--- config.mk ---
export PLATFORM = sky130hd
export DESIGN_NAME = cvr_regs
export DESIGN_NICKNAME = d
export VERILOG_FILES = /design/src/cvr_pkg.sv /design/src/cvr_cell_sense.sv /design/src/cvr_regs.sv
export SDC_FILE = /design/constraint.sdc
export NUM_CORES = 1
export LEC_CHECK = 0
export ABC_CLOCK_PERIOD_IN_PS = 10300
export BUFFER_PORTS_ARGS = -buffer_cell sky130_fd_sc_hd__buf_2
export CAP_MARGIN = 20
export CORE_MARGIN = 2
export CORE_UTILIZATION = 40
export DETAILED_ROUTE_END_ITERATION = 10
export PLACE_DENSITY_LB_ADDON = 0.25
export SETUP_SLACK_MARGIN = 0.02
export SLEW_MARGIN = 10
export SYNTH_ARGS = -nofsm -noshare
export SYNTH_HDL_FRONTEND = slang
export SYNTH_SLANG_ARGS = --single-unit
--- constraint.sdc ---
create_clock -name core_clk -period 10.3 [get_ports core_clk]
set_clock_uncertainty 0.05 [all_clocks]
set_input_delay 2.06 -clock core_clk [delete_from_list [all_inputs] [get_ports core_clk]]
set_output_delay 2.06 -clock core_clk [all_outputs]
set_load 0.1 [all_outputs]
--- src/cvr_pkg.sv ---
// constants, types and register map for the charger voltage configuration bank
package cvr_pkg;

  ////////////////////////////////////////////////////////////////////////////
  // register offsets on the serial target port (one byte per address)
  localparam logic [7:0] CVR_ADDR_VSYS = 8'h00; // min system voltage
  localparam logic [7:0] CVR_ADDR_CHARGE_VOLTAGE_TARGET_HI = 8'h01; // charge voltage bits 15-8
  localparam logic [7:0] CVR_ADDR_CHARGE_VOLTAGE_TARGET_LO = 8'h02; // charge voltage bits 7-0
  localparam logic [7:0] CVR_ADDR_DPLUS_HI = 8'h43; // d+ line adc result
  localparam logic [7:0] CVR_ADDR_DPLUS_LO = 8'h44;
  localparam logic [7:0] CVR_ADDR_DMINUS_HI = 8'h45; // d- line adc result
  localparam logic [7:0] CVR_ADDR_DMINUS_LO = 8'h46;
  localparam logic [7:0] CVR_ADDR_LINE_DRV = 8'h47; // usb line driver control
  localparam logic [7:0] CVR_ADDR_PART = 8'h48; // part info
  localparam logic [7:0] CVR_ADDR_CTRL = 8'h60; // register reset and sensed cells

  ////////////////////////////////////////////////////////////////////////////
  // field layout
  localparam int CVR_VSYS_W = 6; // min system voltage code width
  localparam int CVR_VSYS_RSV_LSB = 6; // reserved r/w bits 7-6
  localparam int CVR_CHARGE_VOLTAGE_TARGET_W = 11; // charge voltage code width
  localparam int CVR_CHARGE_VOLTAGE_TARGET_HI_W = 3; // code bits 10-8 in the upper byte
  localparam int CVR_CTRL_RST_BIT = 0; // write 1: reload defaults
  localparam int CVR_CTRL_CELL_LSB = 1; // sensed cells minus one, 2 bits

  ////////////////////////////////////////////////////////////////////////////
  // encodings, in millivolts
  localparam int CVR_VSYS_OFS_MV = 2500;
  localparam int CVR_VSYS_STEP_MV = 250;
  localparam int CVR_VSYS_MAX_MV = 16000;
  localparam int CVR_CHARGE_VOLTAGE_TARGET_STEP_MV = 10;
  localparam int CVR_CHARGE_VOLTAGE_TARGET_MIN_MV = 3000;
  localparam int CVR_CHARGE_VOLTAGE_TARGET_MAX_MV = 18800;
  localparam logic [5:0] CVR_VSYS_CODE_MAX =
    6'((CVR_VSYS_MAX_MV - CVR_VSYS_OFS_MV) / CVR_VSYS_STEP_MV);
  localparam logic [10:0] CVR_CHARGE_VOLTAGE_TARGET_CODE_MIN = 11'(CVR_CHARGE_VOLTAGE_TARGET_MIN_MV / CVR_CHARGE_VOLTAGE_TARGET_STEP_MV);
  localparam logic [10:0] CVR_CHARGE_VOLTAGE_TARGET_CODE_MAX = 11'(CVR_CHARGE_VOLTAGE_TARGET_MAX_MV / CVR_CHARGE_VOLTAGE_TARGET_STEP_MV);

  // power-on defaults per sensed cell count (index = cells - 1)
  localparam int CVR_VSYS_DEF_MV [4] = '{3500, 7000, 9000, 12000};
  localparam int CVR_CHARGE_VOLTAGE_TARGET_DEF_MV [4] = '{4200, 8400, 12600, 16800};

  ////////////////////////////////////////////////////////////////////////////
  // reset values and timing
  localparam logic [1:0] CVR_VSYS_RSV_RST = 2'h0;
  localparam logic [7:0] CVR_LINE_DRV_RST = 8'h00;
  localparam logic [1:0] CVR_CELLS_RST = 2'h0;
  localparam int CVR_STRAP_SETTLE_CYC = 4; // cycles before the strap is caught

  ////////////////////////////////////////////////////////////////////////////
  // serial target states, one-hot
  typedef enum logic [8:0] {
    CVR_ST_IDLE = 9'h001,
    CVR_ST_ADDR = 9'h002,
    CVR_ST_ADDR_ACK = 9'h004,
    CVR_ST_PTR = 9'h008,
    CVR_ST_PTR_ACK = 9'h010,
    CVR_ST_WDATA = 9'h020,
    CVR_ST_WDATA_ACK = 9'h040,
    CVR_ST_RDATA = 9'h080,
    CVR_ST_RACK = 9'h100
  } cvr_st_e;

  // configuration handed to the regulation logic
  typedef struct packed {
    logic [1:0] cells; // sensed cells minus one
    logic [5:0] vsys_min; // min system voltage code
    logic [10:0] charge_voltage_target; // charge voltage target code
  } cvr_cfg_s;

endpackage

--- src/cvr_cell_sense.sv ---
// cell-count strap capture after reset and default code lookup
`timescale 1ns/100ps
`default_nettype none
module cvr_cell_sense #(
  parameter int SETTLE_CYC = cvr_pkg::CVR_STRAP_SETTLE_CYC
) (
  input wire logic core_clk,
  input wire logic resetn,
  input wire logic [1:0] strap,
  output logic [1:0] cells,
  output logic [5:0] vsys_def,
  output logic [10:0] charge_voltage_target_def,
  output logic load,
  output logic done
);
  import cvr_pkg::*;

  localparam int CW = $clog2(SETTLE_CYC + 1);

  // refuse a settle time the counter cannot serve
  if (SETTLE_CYC < 1) begin : g_bad_settle
    $error("cvr_cell_sense: SETTLE_CYC must be at least 1");
  end

  logic [CW-1:0] cnt_q; // settle counter, stops once sensed
  logic [1:0] cells_q; // caught strap code
  logic done_q; // strap has been caught
  logic load_q; // one-cycle default load request
  logic capture; // last settle cycle

  assign capture = !done_q && (cnt_q == CW'(SETTLE_CYC - 1));

  ////////////////////////////////////////////////////////////////////////////
  // settle counter: the strap divider needs time after power-on
  always_ff @(posedge core_clk or negedge resetn) begin
    if (!resetn) begin
      cnt_q <= '0;
    end else if (!done_q && !capture) begin
      cnt_q <= cnt_q + CW'(1);
    end
  end

  // catch the strap once, after release; a port never feeds the reset branch
  always_ff @(posedge core_clk or negedge resetn) begin
    if (!resetn) begin
      cells_q <= CVR_CELLS_RST;
      done_q <= 1'b0;
      load_q <= 1'b0;
    end else begin
      load_q <= capture;
      if (capture) begin
        cells_q <= strap;
        done_q <= 1'b1;
      end
    end
  end

  ////////////////////////////////////////////////////////////////////////////
  // default codes from the caught count
  always_comb begin
    vsys_def = 6'((CVR_VSYS_DEF_MV[cells_q] - CVR_VSYS_OFS_MV) / CVR_VSYS_STEP_MV);
    charge_voltage_target_def = 11'(CVR_CHARGE_VOLTAGE_TARGET_DEF_MV[cells_q] / CVR_CHARGE_VOLTAGE_TARGET_STEP_MV);
  end

  assign cells = cells_q;
  assign load = load_q;
  assign done = done_q;
endmodule
`default_nettype wire

--- src/cvr_regs.sv ---
// charger voltage configuration bank behind a two-wire serial target port
//
// Operation
// - clamped-low field: below-minimum writes are discarded
// - clamped-high field: above-maximum writes are discarded
// - only in-range codes are stored once the strap is caught
// - strap sensed after reset selects cell count
// - min system code bits 5-0, max 16000mV
// - min system default 3.5/7/9/12 V per cells
// - charge voltage code bits 10-0, min 3000mV
// - charge default 4.2/8.4/12.6/16.8 V per cells
`timescale 1ns/100ps
`default_nettype none
module cvr_regs #(
  parameter logic [6:0] DEV_ADDR = 7'h2A, // target address, value arbitrary
  parameter logic [7:0] PART_INFO = 8'h00, // part info readback, value arbitrary
  parameter int SETTLE_CYC = cvr_pkg::CVR_STRAP_SETTLE_CYC
) (
  input wire logic core_clk,
  input wire logic resetn,
  input wire logic scl,
  input wire logic sda_in,
  output logic sda_out,
  output logic sda_oe,
  input wire logic [1:0] cell_count_strap_pin,
  input wire logic [15:0] dplus_adc,
  input wire logic [15:0] dminus_adc,
  output logic [7:0] line_drv_ctrl,
  output cvr_pkg::cvr_cfg_s cfg,
  output logic cfg_valid
);
  import cvr_pkg::*;

  // the general-call address would collide with every target
  if (DEV_ADDR == 7'h00) begin : g_bad_addr
    $error("cvr_regs: DEV_ADDR must not be zero");
  end

  ////////////////////////////////////////////////////////////////////////////
  // line sampling and bus conditions
  logic scl_q, scl_p; // current and previous clock level
  logic sda_q, sda_p; // current and previous data level
  logic start_det, stop_det, scl_rise, scl_fall;

  // inputs are synchronous, one stage gives a clean previous value
  always_ff @(posedge core_clk or negedge resetn) begin
    if (!resetn) begin
      scl_q <= 1'b1;
      scl_p <= 1'b1;
      sda_q <= 1'b1;
      sda_p <= 1'b1;
    end else begin
      scl_q <= scl;
      scl_p <= scl_q;
      sda_q <= sda_in;
      sda_p <= sda_q;
    end
  end

  assign start_det = scl_q && scl_p && sda_p && !sda_q;
  assign stop_det = scl_q && scl_p && !sda_p && sda_q;
  assign scl_rise = scl_q && !scl_p;
  assign scl_fall = !scl_q && scl_p;

  ////////////////////////////////////////////////////////////////////////////
  // register state
  logic [5:0] vsys_q; // min system voltage code
  logic [1:0] vsys_rsv_q; // reserved r/w bits of the same byte
  logic [10:0] charge_voltage_target_q; // charge voltage target code
  logic [2:0] charge_voltage_target_hi_q; // staged upper byte, commits with the low byte
  logic [7:0] line_drv_q; // usb line driver control
  logic [1:0] cells; // sensed cells minus one
  logic [5:0] vsys_def;
  logic [10:0] charge_voltage_target_def;
  logic def_por_load; // pulse once the strap is caught
  logic sense_done;

  cvr_cell_sense #(
    .SETTLE_CYC(SETTLE_CYC)
  ) u_sense (
    .core_clk(core_clk),
    .resetn(resetn),
    .strap(cell_count_strap_pin),
    .cells(cells),
    .vsys_def(vsys_def),
    .charge_voltage_target_def(charge_voltage_target_def),
    .load(def_por_load),
    .done(sense_done)
  );

  // read view of every mapped byte; unmapped bytes read zero
  function automatic logic [7:0] rd_mux(input logic [7:0] a);
    logic [7:0] r;
    r = 8'h00;
    unique case (a)
      CVR_ADDR_VSYS: r = {vsys_rsv_q, vsys_q};
      CVR_ADDR_CHARGE_VOLTAGE_TARGET_HI: r = {5'h00, charge_voltage_target_q[10:8]};
      CVR_ADDR_CHARGE_VOLTAGE_TARGET_LO: r = charge_voltage_target_q[7:0];
      CVR_ADDR_DPLUS_HI: r = dplus_adc[15:8];
      CVR_ADDR_DPLUS_LO: r = dplus_adc[7:0];
      CVR_ADDR_DMINUS_HI: r = dminus_adc[15:8];
      CVR_ADDR_DMINUS_LO: r = dminus_adc[7:0];
      CVR_ADDR_LINE_DRV: r = line_drv_q;
      CVR_ADDR_PART: r = PART_INFO;
      CVR_ADDR_CTRL: r = {5'h00, cells, 1'b0};
      default: r = 8'h00;
    endcase
    return r;
  endfunction

  ////////////////////////////////////////////////////////////////////////////
  // serial target state machine
  cvr_st_e state_q;
  logic [3:0] bit_cnt_q; // bits clocked in the current byte
  logic [7:0] rx_q; // received byte
  logic [7:0] tx_q; // byte being sent, msb on the line
  logic [7:0] ptr_q; // register pointer, auto-increments
  logic rw_q; // 1: read transfer
  logic nack_q; // host acknowledge level after a read byte
  logic byte_end; // falling edge closing the eighth bit
  logic wr_en; // one-cycle register write strobe

  assign byte_end = scl_fall && (bit_cnt_q == 4'h8);
  assign wr_en = byte_end && (state_q == CVR_ST_WDATA);

  // start from any state restarts; stop always releases the bus
  always_ff @(posedge core_clk or negedge resetn) begin
    if (!resetn) begin
      state_q <= CVR_ST_IDLE;
      bit_cnt_q <= 4'h0;
      rx_q <= 8'h00;
      tx_q <= 8'hFF;
      rw_q <= 1'b0;
      nack_q <= 1'b1;
    end else if (stop_det) begin
      state_q <= CVR_ST_IDLE;
    end else if (start_det) begin
      state_q <= CVR_ST_ADDR;
      bit_cnt_q <= 4'h0;
    end else if (scl_rise) begin
      // shift in on the rising edge while a byte is in flight
      if (state_q inside {CVR_ST_ADDR, CVR_ST_PTR, CVR_ST_WDATA, CVR_ST_RDATA}) begin
        rx_q <= {rx_q[6:0], sda_q};
        bit_cnt_q <= bit_cnt_q + 4'h1;
      end
      if (state_q == CVR_ST_RACK) begin
        nack_q <= sda_q;
      end
    end else if (scl_fall) begin
      unique case (state_q)
        CVR_ST_IDLE: begin
        end
        CVR_ST_ADDR: begin
          // foreign address: stay off the bus until the next start
          if (byte_end) begin
            if (rx_q[7:1] == DEV_ADDR) begin
              state_q <= CVR_ST_ADDR_ACK;
              rw_q <= rx_q[0];
            end else begin
              state_q <= CVR_ST_IDLE;
            end
          end
        end
        CVR_ST_ADDR_ACK: begin
          bit_cnt_q <= 4'h0;
          if (rw_q) begin
            state_q <= CVR_ST_RDATA;
            tx_q <= rd_mux(ptr_q);
          end else begin
            state_q <= CVR_ST_PTR;
          end
        end
        CVR_ST_PTR: begin
          if (byte_end) begin
            state_q <= CVR_ST_PTR_ACK;
          end
        end
        CVR_ST_WDATA: begin
          if (byte_end) begin
            state_q <= CVR_ST_WDATA_ACK;
          end
        end
        CVR_ST_PTR_ACK, CVR_ST_WDATA_ACK: begin
          state_q <= CVR_ST_WDATA;
          bit_cnt_q <= 4'h0;
        end
        CVR_ST_RDATA: begin
          // release for the host acknowledge after the eighth bit
          if (byte_end) begin
            state_q <= CVR_ST_RACK;
          end else begin
            tx_q <= {tx_q[6:0], 1'b1};
          end
        end
        CVR_ST_RACK: begin
          if (!nack_q) begin
            state_q <= CVR_ST_RDATA;
            tx_q <= rd_mux(ptr_q);
            bit_cnt_q <= 4'h0;
          end else begin
            state_q <= CVR_ST_IDLE;
          end
        end
      endcase
    end
  end

  // pointer: set by the first written byte, then steps per data byte
  always_ff @(posedge core_clk or negedge resetn) begin
    if (!resetn) begin
      ptr_q <= 8'h00;
    end else if (byte_end && state_q == CVR_ST_PTR && !start_det && !stop_det) begin
      ptr_q <= rx_q;
    end else if (wr_en || (byte_end && state_q == CVR_ST_RDATA)) begin
      ptr_q <= ptr_q + 8'h01;
    end
  end

  // open drain: only ever pull low
  assign sda_out = 1'b0;
  assign sda_oe = (state_q inside {CVR_ST_ADDR_ACK, CVR_ST_PTR_ACK, CVR_ST_WDATA_ACK})
                  || (state_q == CVR_ST_RDATA && !tx_q[7]);

  ////////////////////////////////////////////////////////////////////////////
  // register writes
  logic load_def; // power-on or software default reload
  logic [10:0] charge_voltage_target_cand; // staged upper byte joined with the low byte
  logic charge_voltage_target_ok; // candidate lies inside the legal range

  assign load_def = def_por_load
                    || (wr_en && ptr_q == CVR_ADDR_CTRL && rx_q[CVR_CTRL_RST_BIT]);
  assign charge_voltage_target_cand = {charge_voltage_target_hi_q, rx_q};
  // the high side is checked too, so no invalid code can reach regulation
  assign charge_voltage_target_ok = (charge_voltage_target_cand >= CVR_CHARGE_VOLTAGE_TARGET_CODE_MIN) && (charge_voltage_target_cand <= CVR_CHARGE_VOLTAGE_TARGET_CODE_MAX);

  // min system voltage: codes above the top of range leave the field alone
  always_ff @(posedge core_clk or negedge resetn) begin
    if (!resetn) begin
      vsys_q <= 6'h00;
    end else if (load_def) begin
      vsys_q <= vsys_def;
    end else if (wr_en && ptr_q == CVR_ADDR_VSYS && rx_q[5:0] <= CVR_VSYS_CODE_MAX) begin
      vsys_q <= rx_q[5:0];
    end
  end

  // reserved bits of the same byte store freely and survive register reset
  always_ff @(posedge core_clk or negedge resetn) begin
    if (!resetn) begin
      vsys_rsv_q <= CVR_VSYS_RSV_RST;
    end else if (wr_en && ptr_q == CVR_ADDR_VSYS) begin
      vsys_rsv_q <= rx_q[7:CVR_VSYS_RSV_LSB];
    end
  end

  // charge voltage: whole code commits on the low byte, so no torn value
  always_ff @(posedge core_clk or negedge resetn) begin
    if (!resetn) begin
      charge_voltage_target_q <= 11'h000;
      charge_voltage_target_hi_q <= 3'h0;
    end else if (load_def) begin
      charge_voltage_target_q <= charge_voltage_target_def;
      charge_voltage_target_hi_q <= charge_voltage_target_def[10:8];
    end else if (wr_en && ptr_q == CVR_ADDR_CHARGE_VOLTAGE_TARGET_HI) begin
      charge_voltage_target_hi_q <= rx_q[CVR_CHARGE_VOLTAGE_TARGET_HI_W-1:0];
    end else if (wr_en && ptr_q == CVR_ADDR_CHARGE_VOLTAGE_TARGET_LO) begin
      if (charge_voltage_target_ok) begin
        charge_voltage_target_q <= charge_voltage_target_cand;
        charge_voltage_target_hi_q <= charge_voltage_target_cand[10:8];
      end else begin
        charge_voltage_target_hi_q <= charge_voltage_target_q[10:8];
      end
    end
  end

  // usb line driver control
  always_ff @(posedge core_clk or negedge resetn) begin
    if (!resetn) begin
      line_drv_q <= CVR_LINE_DRV_RST;
    end else if (wr_en && ptr_q == CVR_ADDR_LINE_DRV) begin
      line_drv_q <= rx_q;
    end
  end

  assign line_drv_ctrl = line_drv_q;
  assign cfg = '{cells: cells, vsys_min: vsys_q, charge_voltage_target: charge_voltage_target_q};
  assign cfg_valid = sense_done;
endmodule
`default_nettype wire

==> results.json, run 1 <==
{
  "tightest_slew_ns": 0.9621,
  "clockRootBuffer": "clkbuf_16",
  "die_area_mm2": 0.01998,
  "layout_common_cells": "nand2_1 (85), nor2_1 (82), a21oi_1 (71)",
  "required_ns": 10.43,
  "drt-total-wl_mm": 23.93,
  "ys_types": 104,
  "grt_usage": 0.2373,
  "crit_slowest_cell": "ha_1",
  "portBuffers": 66,
  "setup_violations": 0,
  "rsz0062_at_grt": "no",
  "rows": 50,
  "min_from": "scl_q",
  "yosysSeqAreaShare": 0.2676,
  "critical_path_arrival_ns": 7.33,
  "crit_top_cell": "a211o_1",
  "netlist_area_mm2": 0.007547,
  "cts_buffers": 9,
  "post-route-period-util": 0.6987,
  "period_minus_slack_ns": 7.197,
  "postCtsSetupBuffers": 0,
  "first_global_vias": 7056,
  "cts_buffer_depth": 2,
  "power_leakage_uw": 0.003544,
  "synth_top_area_cell": "dfrtp_1",
  "syn_area_per_cell_um2": 8.177,
  "synth-seq-cells": 80,
  "finalSetupTns_ns": 0,
  "synth_edf_count": 0,
  "postCtsHoldBufs": 0,
  "status": "completed",
  "antenna_cells": 0,
  "syn_inst": 923,
  "relSlewSlack": 0.3496,
  "path_clk_slew_ns": 0.07,
  "insertion_delay_ns": 0.34,
  "crit_buf_inv": 2,
  "ys_warn_count": 0,
  "grt_max_degree": 81,
  "drtAntennaViolNets": 0,
  "final_common_cell": "nand2_1",
  "worstReg2RegEnd": "charge_voltage_target_q[0]",
  "crit_chain": "inv_1, ha_1, or2_1, clkinv_2, nand4_4, a211o_1, a211o_1, nand3_1, o21ai_1, nand2_1, o21ai_0, a41oi_2, or3_1, nor2_4, xnor2_1, ha_1, nor2_1, o21ai_0, or4_1, a2111oi_0, a211o_1, o311ai_1",
  "ys.flop_type": "dfrtp_1",
  "fp.dieH_um": 141.4,
  "final_max_slew_viol_count": 0,
  "seqCellArea_mm2": 0.002019,
  "r2r-start": "u_sense.cells[1]",
  "ctsHtreeMaxLevel": 3,
  "grt_overflow": 0,
  "multi_input_area_mm2": 0.005196,
  "power_per_cell_area_mw_per_mm2": 126.5,
  "antenna_found_initial": 0,
  "min_path_cells": 0,
  "drtPass1Iterations": 5,
  "via_per_inst": 6.321,
  "clock_sinks": 80,
  "layout.nets": 1027,
  "core_area_mm2": 0.01858,
  "synth_top_area_share": 0.2188,
  "drtIter0Drc": 744,
  "hold_viol_final": 0,
  "maxCapViolations": 0,
  "peakVddDrop_v": 0.00007889,
  "place_ws_ns": 3.039,
  "grt_pass1_wl_mm": 38.42,
  "fin_ws_ns": 3.103,
  "num_vias": 7560,
  "synthToLayoutAreaGrowth_pct": 10.96,
  "critical-path-top-delay-family": "compound AO/OA/AOI/OAI gates",
  "cp_max_fo": 17,
  "nFillCells": 1830,
  "initial_core_util": 0.4062,
  "tritoncts": "yes",
  "start_kind": "flop",
  "drc_errors": 0,
  "drive_above_1_share": 0.1798,
  "dpl.hpwl_mm": 17.86,
  "async_flop_share": 1.000,
  "path_class": "flop to flop",
  "place.gp.congestion": 0.9471,
  "die_x_um": 141.4,
  "critPathMaxStageDelay_ns": 0.58,
  "cts_resized": 0,
  "worstSetupEndpointType": "flop",
  "routedWlPerCell_um": 20.01,
  "synth.top_cells.by_area": "dfrtp_1 (22%), ha_1 (5.3%), dfstp_2 (4.9%)",
  "reg2regPathDepth": 22,
  "io_pins": 68,
  "startpoint": "u_sense.cells[1]",
  "hold_end": "scl_p",
  "hp-class": "flop to flop",
  "ff2ff_setup_slack_ns": 3.10,
  "fmax_mhz": 139.0
}
-- flip-flops by register name, summed over array words and instances, names as in the netlist, 2 cells and up --
register	flops
tx_q	8
state_q	9
charge_voltage_target_hi_q	3
rx_q	8
charge_voltage_target_q	11
vsys_rsv_q	2
bit_cnt_q	4
u_sense.cells	2
vsys_q	6
line_drv_ctrl	8
u_sense.cnt_q	3
ptr_q	8
-- routing by layer --
metal	track usage	vias to the layer above	wire length, um
met5	0	-	0
met4	0.08053	0	600
met3	0.03071	46	1515
met2	0.3899	339	11250
li1	-	3573	-
met1	0.3232	3602	10570
-- worst max path at each step --
stage / to / cells after the start
finish: charge_voltage_target_q[0] / 22
global placement: charge_voltage_target_q[0] / 22
global route: charge_voltage_target_q[0] / 22
floorplan: charge_voltage_target_q[0] / 24
CTS: charge_voltage_target_q[0] / 22
detailed placement: charge_voltage_target_q[0] / 22
-- synth_stat cells (all sizes together), types with 7 or more instances --
| cell | instances |
|---|---|
| and3 | 16 |
| a21o | 13 |
| o21ai | 66 |
| clkbuf | 40 |
| dfstp | 14 |
| a222oi | 9 |
| a211o | 7 |
| or2 | 10 |
| o31ai | 8 |
| nor2 | 83 |
| o211ai | 12 |
| nor3 | 31 |
| a31oi | 22 |
| ha | 32 |
| nand3 | 20 |
| a221oi | 11 |
| mux2i | 24 |
| xnor2 | 15 |
| mux2 | 28 |
| and2 | 11 |
| o21a | 11 |
| a21oi | 73 |
| a211oi | 15 |
| dfrtp | 66 |
| xor2 | 9 |
| nor4 | 15 |
| a22oi | 10 |
| inv | 20 |
| nand2 | 85 |
| buf | 18 |
| nand2b | 9 |
-- stage by stage --
stage               instances  hold slack [ns]  area [um2]  power (uW)    util
floorplan                 927           0.3256        7562       603.1       -
global placement         1177           0.3347        7989       688.9  0.4300
detailed placement       1178           0.3365        7994       687.1  0.4302
CTS                      1194           0.3442        8339        1060  0.4488
global route             1196           0.3519        8374        1112  0.4507
finish                   1196           0.3448        8374        1060  0.4507
-- cell type report --
| class | instances | area share |
|---|---|---|
| clock buffers | 10 | 0.02734 |
| clock inverters | 6 | 0.01390 |
| inverters | 23 | 0.01046 |
| multi-input cells | 766 | 0.6205 |
| flip-flops and latches | 80 | 0.2411 |
| well taps | 234 | 0.03496 |
| repair buffers | 77 | 0.05170 |
-- cells by family after synthesis --
family                   after synthesis  share of synthesized area
AND/OR/NAND/NOR                      330                     0.2276
multiplexers                          52                    0.07410
buffers and inverters                 81                    0.04741
adder cells (fa/ha/maj)               32                    0.05305
flip-flops                            80                     0.2676
other                                  2                  0.0009951
XOR/XNOR                              24                    0.02785
AO/OA/AOI/OAI                        322                     0.3014
-- report_power, final --
group | total, uW | leakage, uW | switching (uW) | internal (uW)
Combinational | 346 | 0.00239 | 236 | 110
Sequential | 347 | 0.000984 | 19.7 | 327
Clock | 367 | 0.000168 | 128 | 239
Total | 1060 | 0.00354 | 384 | 676
-- worst reg2reg max path: stages (launching register included) --
cell and delay (ns):
dfrtp_1 0.53, inv_1 0.21, ha_1 0.58, or2_1 0.51, clkinv_2 0.37, nand4_4 0.19
a211o_1 0.39, a211o_1 0.24, nand3_1 0.13, o21ai_1 0.47, nand2_1 0.23, o21ai_0 0.45
a41oi_2 0.30, or3_1 0.53, nor2_4 0.29, xnor2_1 0.11, ha_1 0.27, nor2_1 0.11
o21ai_0 0.08, or4_1 0.43, a2111oi_0 0.32, a211o_1 0.18, o311ai_1 0.10
(Power assumes the default switching activity.)
==> inputs of run 2 (changes only) <==
ABC_CLOCK_PERIOD_IN_PS = 7000   (was 10300)
clock period = 7 ns   (was 10.3 ns; I/O delays follow)
==> run 2 against run 1 <==
  * Sequential share of layout area down 0.40 points
  * Worst setup slack worse by 2.6 ns
  * Global-route usage up 0.34 points
  * Via count up 0.41%
  * Critical path depth unchanged
  * Final cell count up 1.2%
  * Critical path type unchanged
  * Critical endpoint unchanged
  * Largest cell class unchanged
==> results.json, run 2 (synthesis gave the netlist of run 1 again) <==
{
  "core_area_mm2": 0.01858,
  "drtIter0Drc": 615,
  "layout.nets": 1041,
  "fin_ws_ns": 0.4736,
  "drtPass1Iterations": 6,
  "nFillCells": 1816,
  "maxCapViolations": 0,
  "seq_power_share": 0.322,
  "final_common_cell": "nand2_1",
  "seqCellArea_mm2": 0.002021,
  "ctsHtreeMaxLevel": 3,
  "critical_path_arrival_ns": 6.66,
  "critPathMaxStageDelay_ns": 0.57,
  "rows": 50,
  "relSlewSlack": 0.3273,
  "clock_power_share": 0.346,
  "multi_input_area_mm2": 0.005229,
  "io_pins": 68,
  "drive_above_1_share": 0.1998,
  "largest_reg_flops": 11,
  "cts_buffers": 9,
  "finalSetupTns_ns": 0,
  "required_ns": 7.14,
  "die_x_um": 141.4,
  "numPlacedInstances": 1192,
  "place.gp.congestion": 0.8993,
  "initial_core_util": 0.4062,
  "antenna_found_initial": 0,
  "portBuffers": 66,
  "clock_sinks": 80,
  "cts_resized": 0,
  "crit_chain": "inv_1, ha_1, or3b_1, a21oi_4, a211oi_1, buf_4, a211oi_2, nand4_2, o31a_1, o211ai_1, o211ai_1, o31a_1, or3_1, nor2_4, xnor2_1, ha_1, nor2_1, o21ai_0, or4_1, a2111oi_1, a211o_1, o311ai_1",
  "cp_max_fo": 11,
  "final_max_slew_viol_count": 0,
  "grt_overflow": 0,
  "top_regs": "charge_voltage_target_q x11, state_q x9",
  "dpl.hpwl_mm": 18.38,
  "status": "completed",
  "power_leakage_uw": 0.003610,
  "postCtsHoldBufs": 0,
  "grt_pass1_wl_mm": 38.91,
  "hold_viol_final": 0,
  "tritoncts": "yes",
  "drt-total-wl_mm": 24.30,
  "synthToLayoutAreaGrowth_pct": 12.91,
  "sw_frac_of_total": 0.3596,
  "path_class": "flop to flop",
  "crit_slowest_cell": "or3b_1",
  "combPwrFrac": 0.332,
  "insertion_delay_ns": 0.33,
  "utilization": 0.4587,
  "power_per_cell_area_mw_per_mm2": 185.9,
  "die_area_mm2": 0.01998,
  "antenna_cells": 0,
  "hold-worst-slack_ns": 0.3426,
  "place_ws_ns": 0.3748,
  "post-route-period-util": 0.9323,
  "drc_errors": 0,
  "grt_usage": 0.2407,
  "layout_common_cells": "nand2_1 (85), nor2_1 (82), a21oi_1 (70)",
  "worstSetupEndpointType": "flop",
  "fp.dieH_um": 141.4,
  "path_clk_slew_ns": 0.06,
  "peakVddDrop_v": 0.0001339,
  "via_per_inst": 6.274,
  "cts_buffer_depth": 2,
  "drtAntennaViolNets": 0,
  "start_kind": "flop",
  "clockRootBuffer": "clkbuf_16",
  "regMostFlops": "charge_voltage_target_q",
  "hp-class": "flop to flop",
  "first_global_vias": 7117,
  "rsz0062_at_grt": "no",
  "postCtsSetupBuffers": 0,
  "tightest_slew_ns": 0.9836,
  "period_minus_slack_ns": 6.526,
  "p_sw_uw": 569.8,
  "p_int_uw": 1015,
  "setup_violations": 0,
  "num_vias": 7591,
  "grt_max_degree": 81,
  "fmax_mhz": 153.2,
  "fin_cells": 1210,
  "routedWlPerCell_um": 20.08
}
-- run 2: changes by cell type in the layout (fill, tap and decap cells not counted), moves of 2 or more --
cell      change
a21boi_1      -2
a21boi_2      +2
buf_4        +14
ha_1          -2
ha_2          +2
-- run 2: per-layer routing --
layer	global-route usage	part of all wire
met1	0.3174	0.44
met2	0.4042	0.47
met3	0.02767	0.060
met4	0.09526	0.033
met5	0	0
-- run 2: through the flow --
stage | total power, uW | instance area, um2
global route | 1663 | 8522
finish | 1585 | 8522
CTS | 1578 | 8456
global placement | 1027 | 8102
floorplan | 887.4 | 7562
detailed placement | 1025 | 8102
-- run 2: path summary, 6_finish.rpt --
kind | start | endpoint | slack, ns | cells past startpoint
min in group asynchronous | resetn | line_drv_ctrl[5] | 0.91 | 1
min | scl_q | scl_p | 0.34 | 0
max | u_sense.cells[0] | charge_voltage_target_q[0] | 0.47 | 22
max in group asynchronous | resetn | scl_q | 5.35 | 2
min reg2reg | scl_q | scl_p | 0.34 | 0
max reg2reg | u_sense.cells[0] | charge_voltage_target_q[0] | 0.47 | 22
-- run 2: cell type report --
cell class / count / area share
Multi-Input combinational cell: 766 / 0.6136
Timing Repair Buffer: 91 / 0.06313
Clock buffer: 10 / 0.02804
Sequential cell: 80 / 0.2371
Tap cell: 234 / 0.03436
Inverter: 23 / 0.01028
Clock inverter: 6 / 0.01351
-- run 2: critical path, delay by kind of cell, from the launching register on --
kind / cells / cell delay, ns
flip-flops: 1 / 0.49
XOR/XNOR: 1 / 0.10
AO/OA/AOI/OAI: 11 / 2.70
AND/OR/NAND/NOR: 6 / 2.07
buffers and inverters: 2 / 0.33
adder cells (fa/ha/maj): 2 / 0.63
-- run 2: power groups by stage --
stage	combinational, uW	sequential (uW)	clock, uW
2_1_floorplan	328	559	0
3_3_place_gp	509	518	0
6_report	526	511	548
4_1_cts	510	511	558
5_1_grt	571	513	579
3_5_place_dp	507	519	0
==> inputs of run 3 (changes only) <==
BUFFER_PORTS_ARGS = default   (was -buffer_cell sky130_fd_sc_hd__buf_2)
DONT_BUFFER_PORTS = 1   (was default)
==> run 3 against run 2 <==
  * Clock power fell by 20%
  * Via count fell by 2.8%
  * Core utilization fell by 2.5 points
  * Die area did not move
  * Combinational power fell by 17%
  * Final cell count fell by 5.5%
  * Sequential share of layout area rose by 1.4 points
  * Design area fell by 5.5%
  * Total power fell by 9.2%
  * Register-to-register slack got worse by 0.02 ns
==> results.json, run 3 (synthesis gave the netlist of run 1 again) <==
{
  "path_clk_slew_ns": 0.06,
  "clock_sinks": 80,
  "via_per_inst": 6.458,
  "status": "completed",
  "dpl.hpwl_mm": 18.09,
  "drtIter0Drc": 649,
  "seq_power_share": 0.393,
  "sw_frac_of_total": 0.3855,
  "maxCapViolations": 0,
  "tightest_slew_ns": 1.108,
  "period_minus_slack_ns": 6.543,
  "drt-total-wl_mm": 23.98,
  "layout.nets": 974,
  "rows": 50,
  "routedWlPerCell_um": 20.98,
  "combPwrFrac": 0.303,
  "cts_buffer_depth": 2,
  "io_pins": 68,
  "critical_path_arrival_ns": 6.67,
  "die_area_mm2": 0.01998,
  "grt_max_degree": 81,
  "core_area_mm2": 0.01858,
  "required_ns": 7.13,
  "grt_usage": 0.2365,
  "post-route-period-util": 0.9347,
  "num_vias": 7381,
  "drtAntennaViolNets": 0,
  "layout_common_cells": "nand2_1 (85), nor2_1 (82), a21oi_1 (71)",
  "synthToLayoutAreaGrowth_pct": 6.747,
  "nFillCells": 1892,
  "drtPass1Iterations": 5,
  "setup_violations": 0,
  "antenna_found_initial": 0,
  "power_leakage_uw": 0.003299,
  "drive_above_1_share": 0.1331,
  "regMostFlops": "charge_voltage_target_q",
  "place.gp.congestion": 0.9649,
  "first_global_vias": 6949,
  "path_class": "flop to flop",
  "final_common_cell": "nand2_1",
  "cp_max_fo": 22,
  "grt_pass1_wl_mm": 37.92,
  "rsz0062_at_grt": "no",
  "largest_reg_flops": 11,
  "relSlewSlack": 0.2611,
  "grt_overflow": 0,
  "p_int_uw": 884.6,
  "antenna_cells": 0,
  "top_regs": "charge_voltage_target_q x11, state_q x9",
  "portBuffers": 0,
  "final_max_slew_viol_count": 0,
  "initial_core_util": 0.4062,
  "peakVddDrop_v": 0.0001053,
  "insertion_delay_ns": 0.34,
  "die_x_um": 141.4,
  "tritoncts": "yes",
  "drc_errors": 0,
  "start_kind": "flop",
  "fp.dieH_um": 141.4,
  "cts_buffers": 9,
  "p_sw_uw": 554.9,
  "clock_power_share": 0.304,
  "ctsHtreeMaxLevel": 3,
  "finalSetupTns_ns": 0,
  "fmax_mhz": 152.8,
  "hold_viol_final": 0,
  "hold-worst-slack_ns": 0.3434,
  "power_per_cell_area_mw_per_mm2": 178.7,
  "clockRootBuffer": "clkbuf_16",
  "worstSetupEndpointType": "flop",
  "postCtsSetupBuffers": 0,
  "hp-class": "flop to flop",
  "utilization": 0.4336
}
## run 3: cell count changes in the layout (fill, tap and decap cells not counted), sizes merged
cell,previous run,this run
buf,90,24
bufinv,3,0
clkinvlp,1,2
inv,21,20
clkinv,4,6
## run 3: critical path, stage by stage, from the launching register on
cell       delay, ns
dfrtp_1         0.49
inv_1           0.15
ha_1            0.48
buf_4           0.33
nand4_4         0.13
a211o_1         0.47
a211o_1         0.39
and3_1          0.19
a21oi_2         0.44
nor3_1          0.17
o31ai_4         0.36
a41oi_2         0.28
or3_1           0.53
nor2_4          0.28
xnor2_1         0.11
ha_1            0.25
nor2_1          0.11
o21ai_0         0.08
or4_1           0.44
a2111oi_0       0.35
a211o_1         0.19
o311ai_1        0.09
## run 3: cell type report
| cell class | count | area [um2] | share of cell area |
|---|---|---|---|
| multi-input cells | 766 | 5200 | 0.6454 |
| flip-flops and latches | 80 | 2019 | 0.2507 |
| well taps | 234 | 292.8 | 0.03634 |
| clock buffers | 11 | 242.7 | 0.03013 |
| repair buffers | 24 | 180.2 | 0.02236 |
| inverters | 23 | 87.58 | 0.01087 |
| clock inverters | 5 | 33.78 | 0.004193 |
## run 3: timing repair
| action | in CTS | in global routing |
|---|---|---|
| hold buffers | 0 | 0 |
| endpoints found under the hold margin | 0 | 0 |
| setup endpoints to repair | 0 | 1 |
| resized for setup | 0 | 1 |
## run 3: power groups by stage
| stage | combinational [uW] | clock (uW) | sequential [uW] |
|---|---|---|---|
| 3_3_place_gp | 424 | 0 | 574 |
| 3_5_place_dp | 420 | 0 | 574 |
| 2_1_floorplan | 328 | 0 | 559 |
| 6_report | 436 | 437 | 566 |
| 4_1_cts | 423 | 446 | 566 |
| 5_1_grt | 472 | 461 | 569 |
## run 3: final timing paths
| kind | end | slack (ns) | startpoint | cells past startpoint |
|---|---|---|---|---|
| max | charge_voltage_target_q[0] | 0.46 | u_sense.cells[1] | 21 |
| min | scl_p | 0.34 | scl_q | 0 |
| max reg2reg | charge_voltage_target_q[0] | 0.46 | u_sense.cells[1] | 21 |
| min reg2reg | scl_p | 0.34 | scl_q | 0 |
| max in group asynchronous | scl_q | 5.99 | resetn | 0 |
| min in group asynchronous | ptr_q[3] | 0.70 | resetn | 0 |
## run 3: metal layers
layer / track usage / part of all wire / vias to the layer above
met5: 0 / 0 / -
met3: 0.03240 / 0.067 / 47
met4: 0.08316 / 0.029 / 0
met1: 0.3133 / 0.44 / 3525
li1: - / - / 3474
met2: 0.3963 / 0.47 / 335
## run 3: through the flow
stage               setup WS, ns  total power (uW)  cells  area [um2]
finish                    0.4569              1439   1143        8056
global route             0.04780              1503   1143        8056
CTS                       0.5534              1435   1143        8056
detailed placement        0.5869             994.1   1127        7780
global placement          0.7115             998.1   1127        7780
floorplan                 0.5331             887.4    927        7562
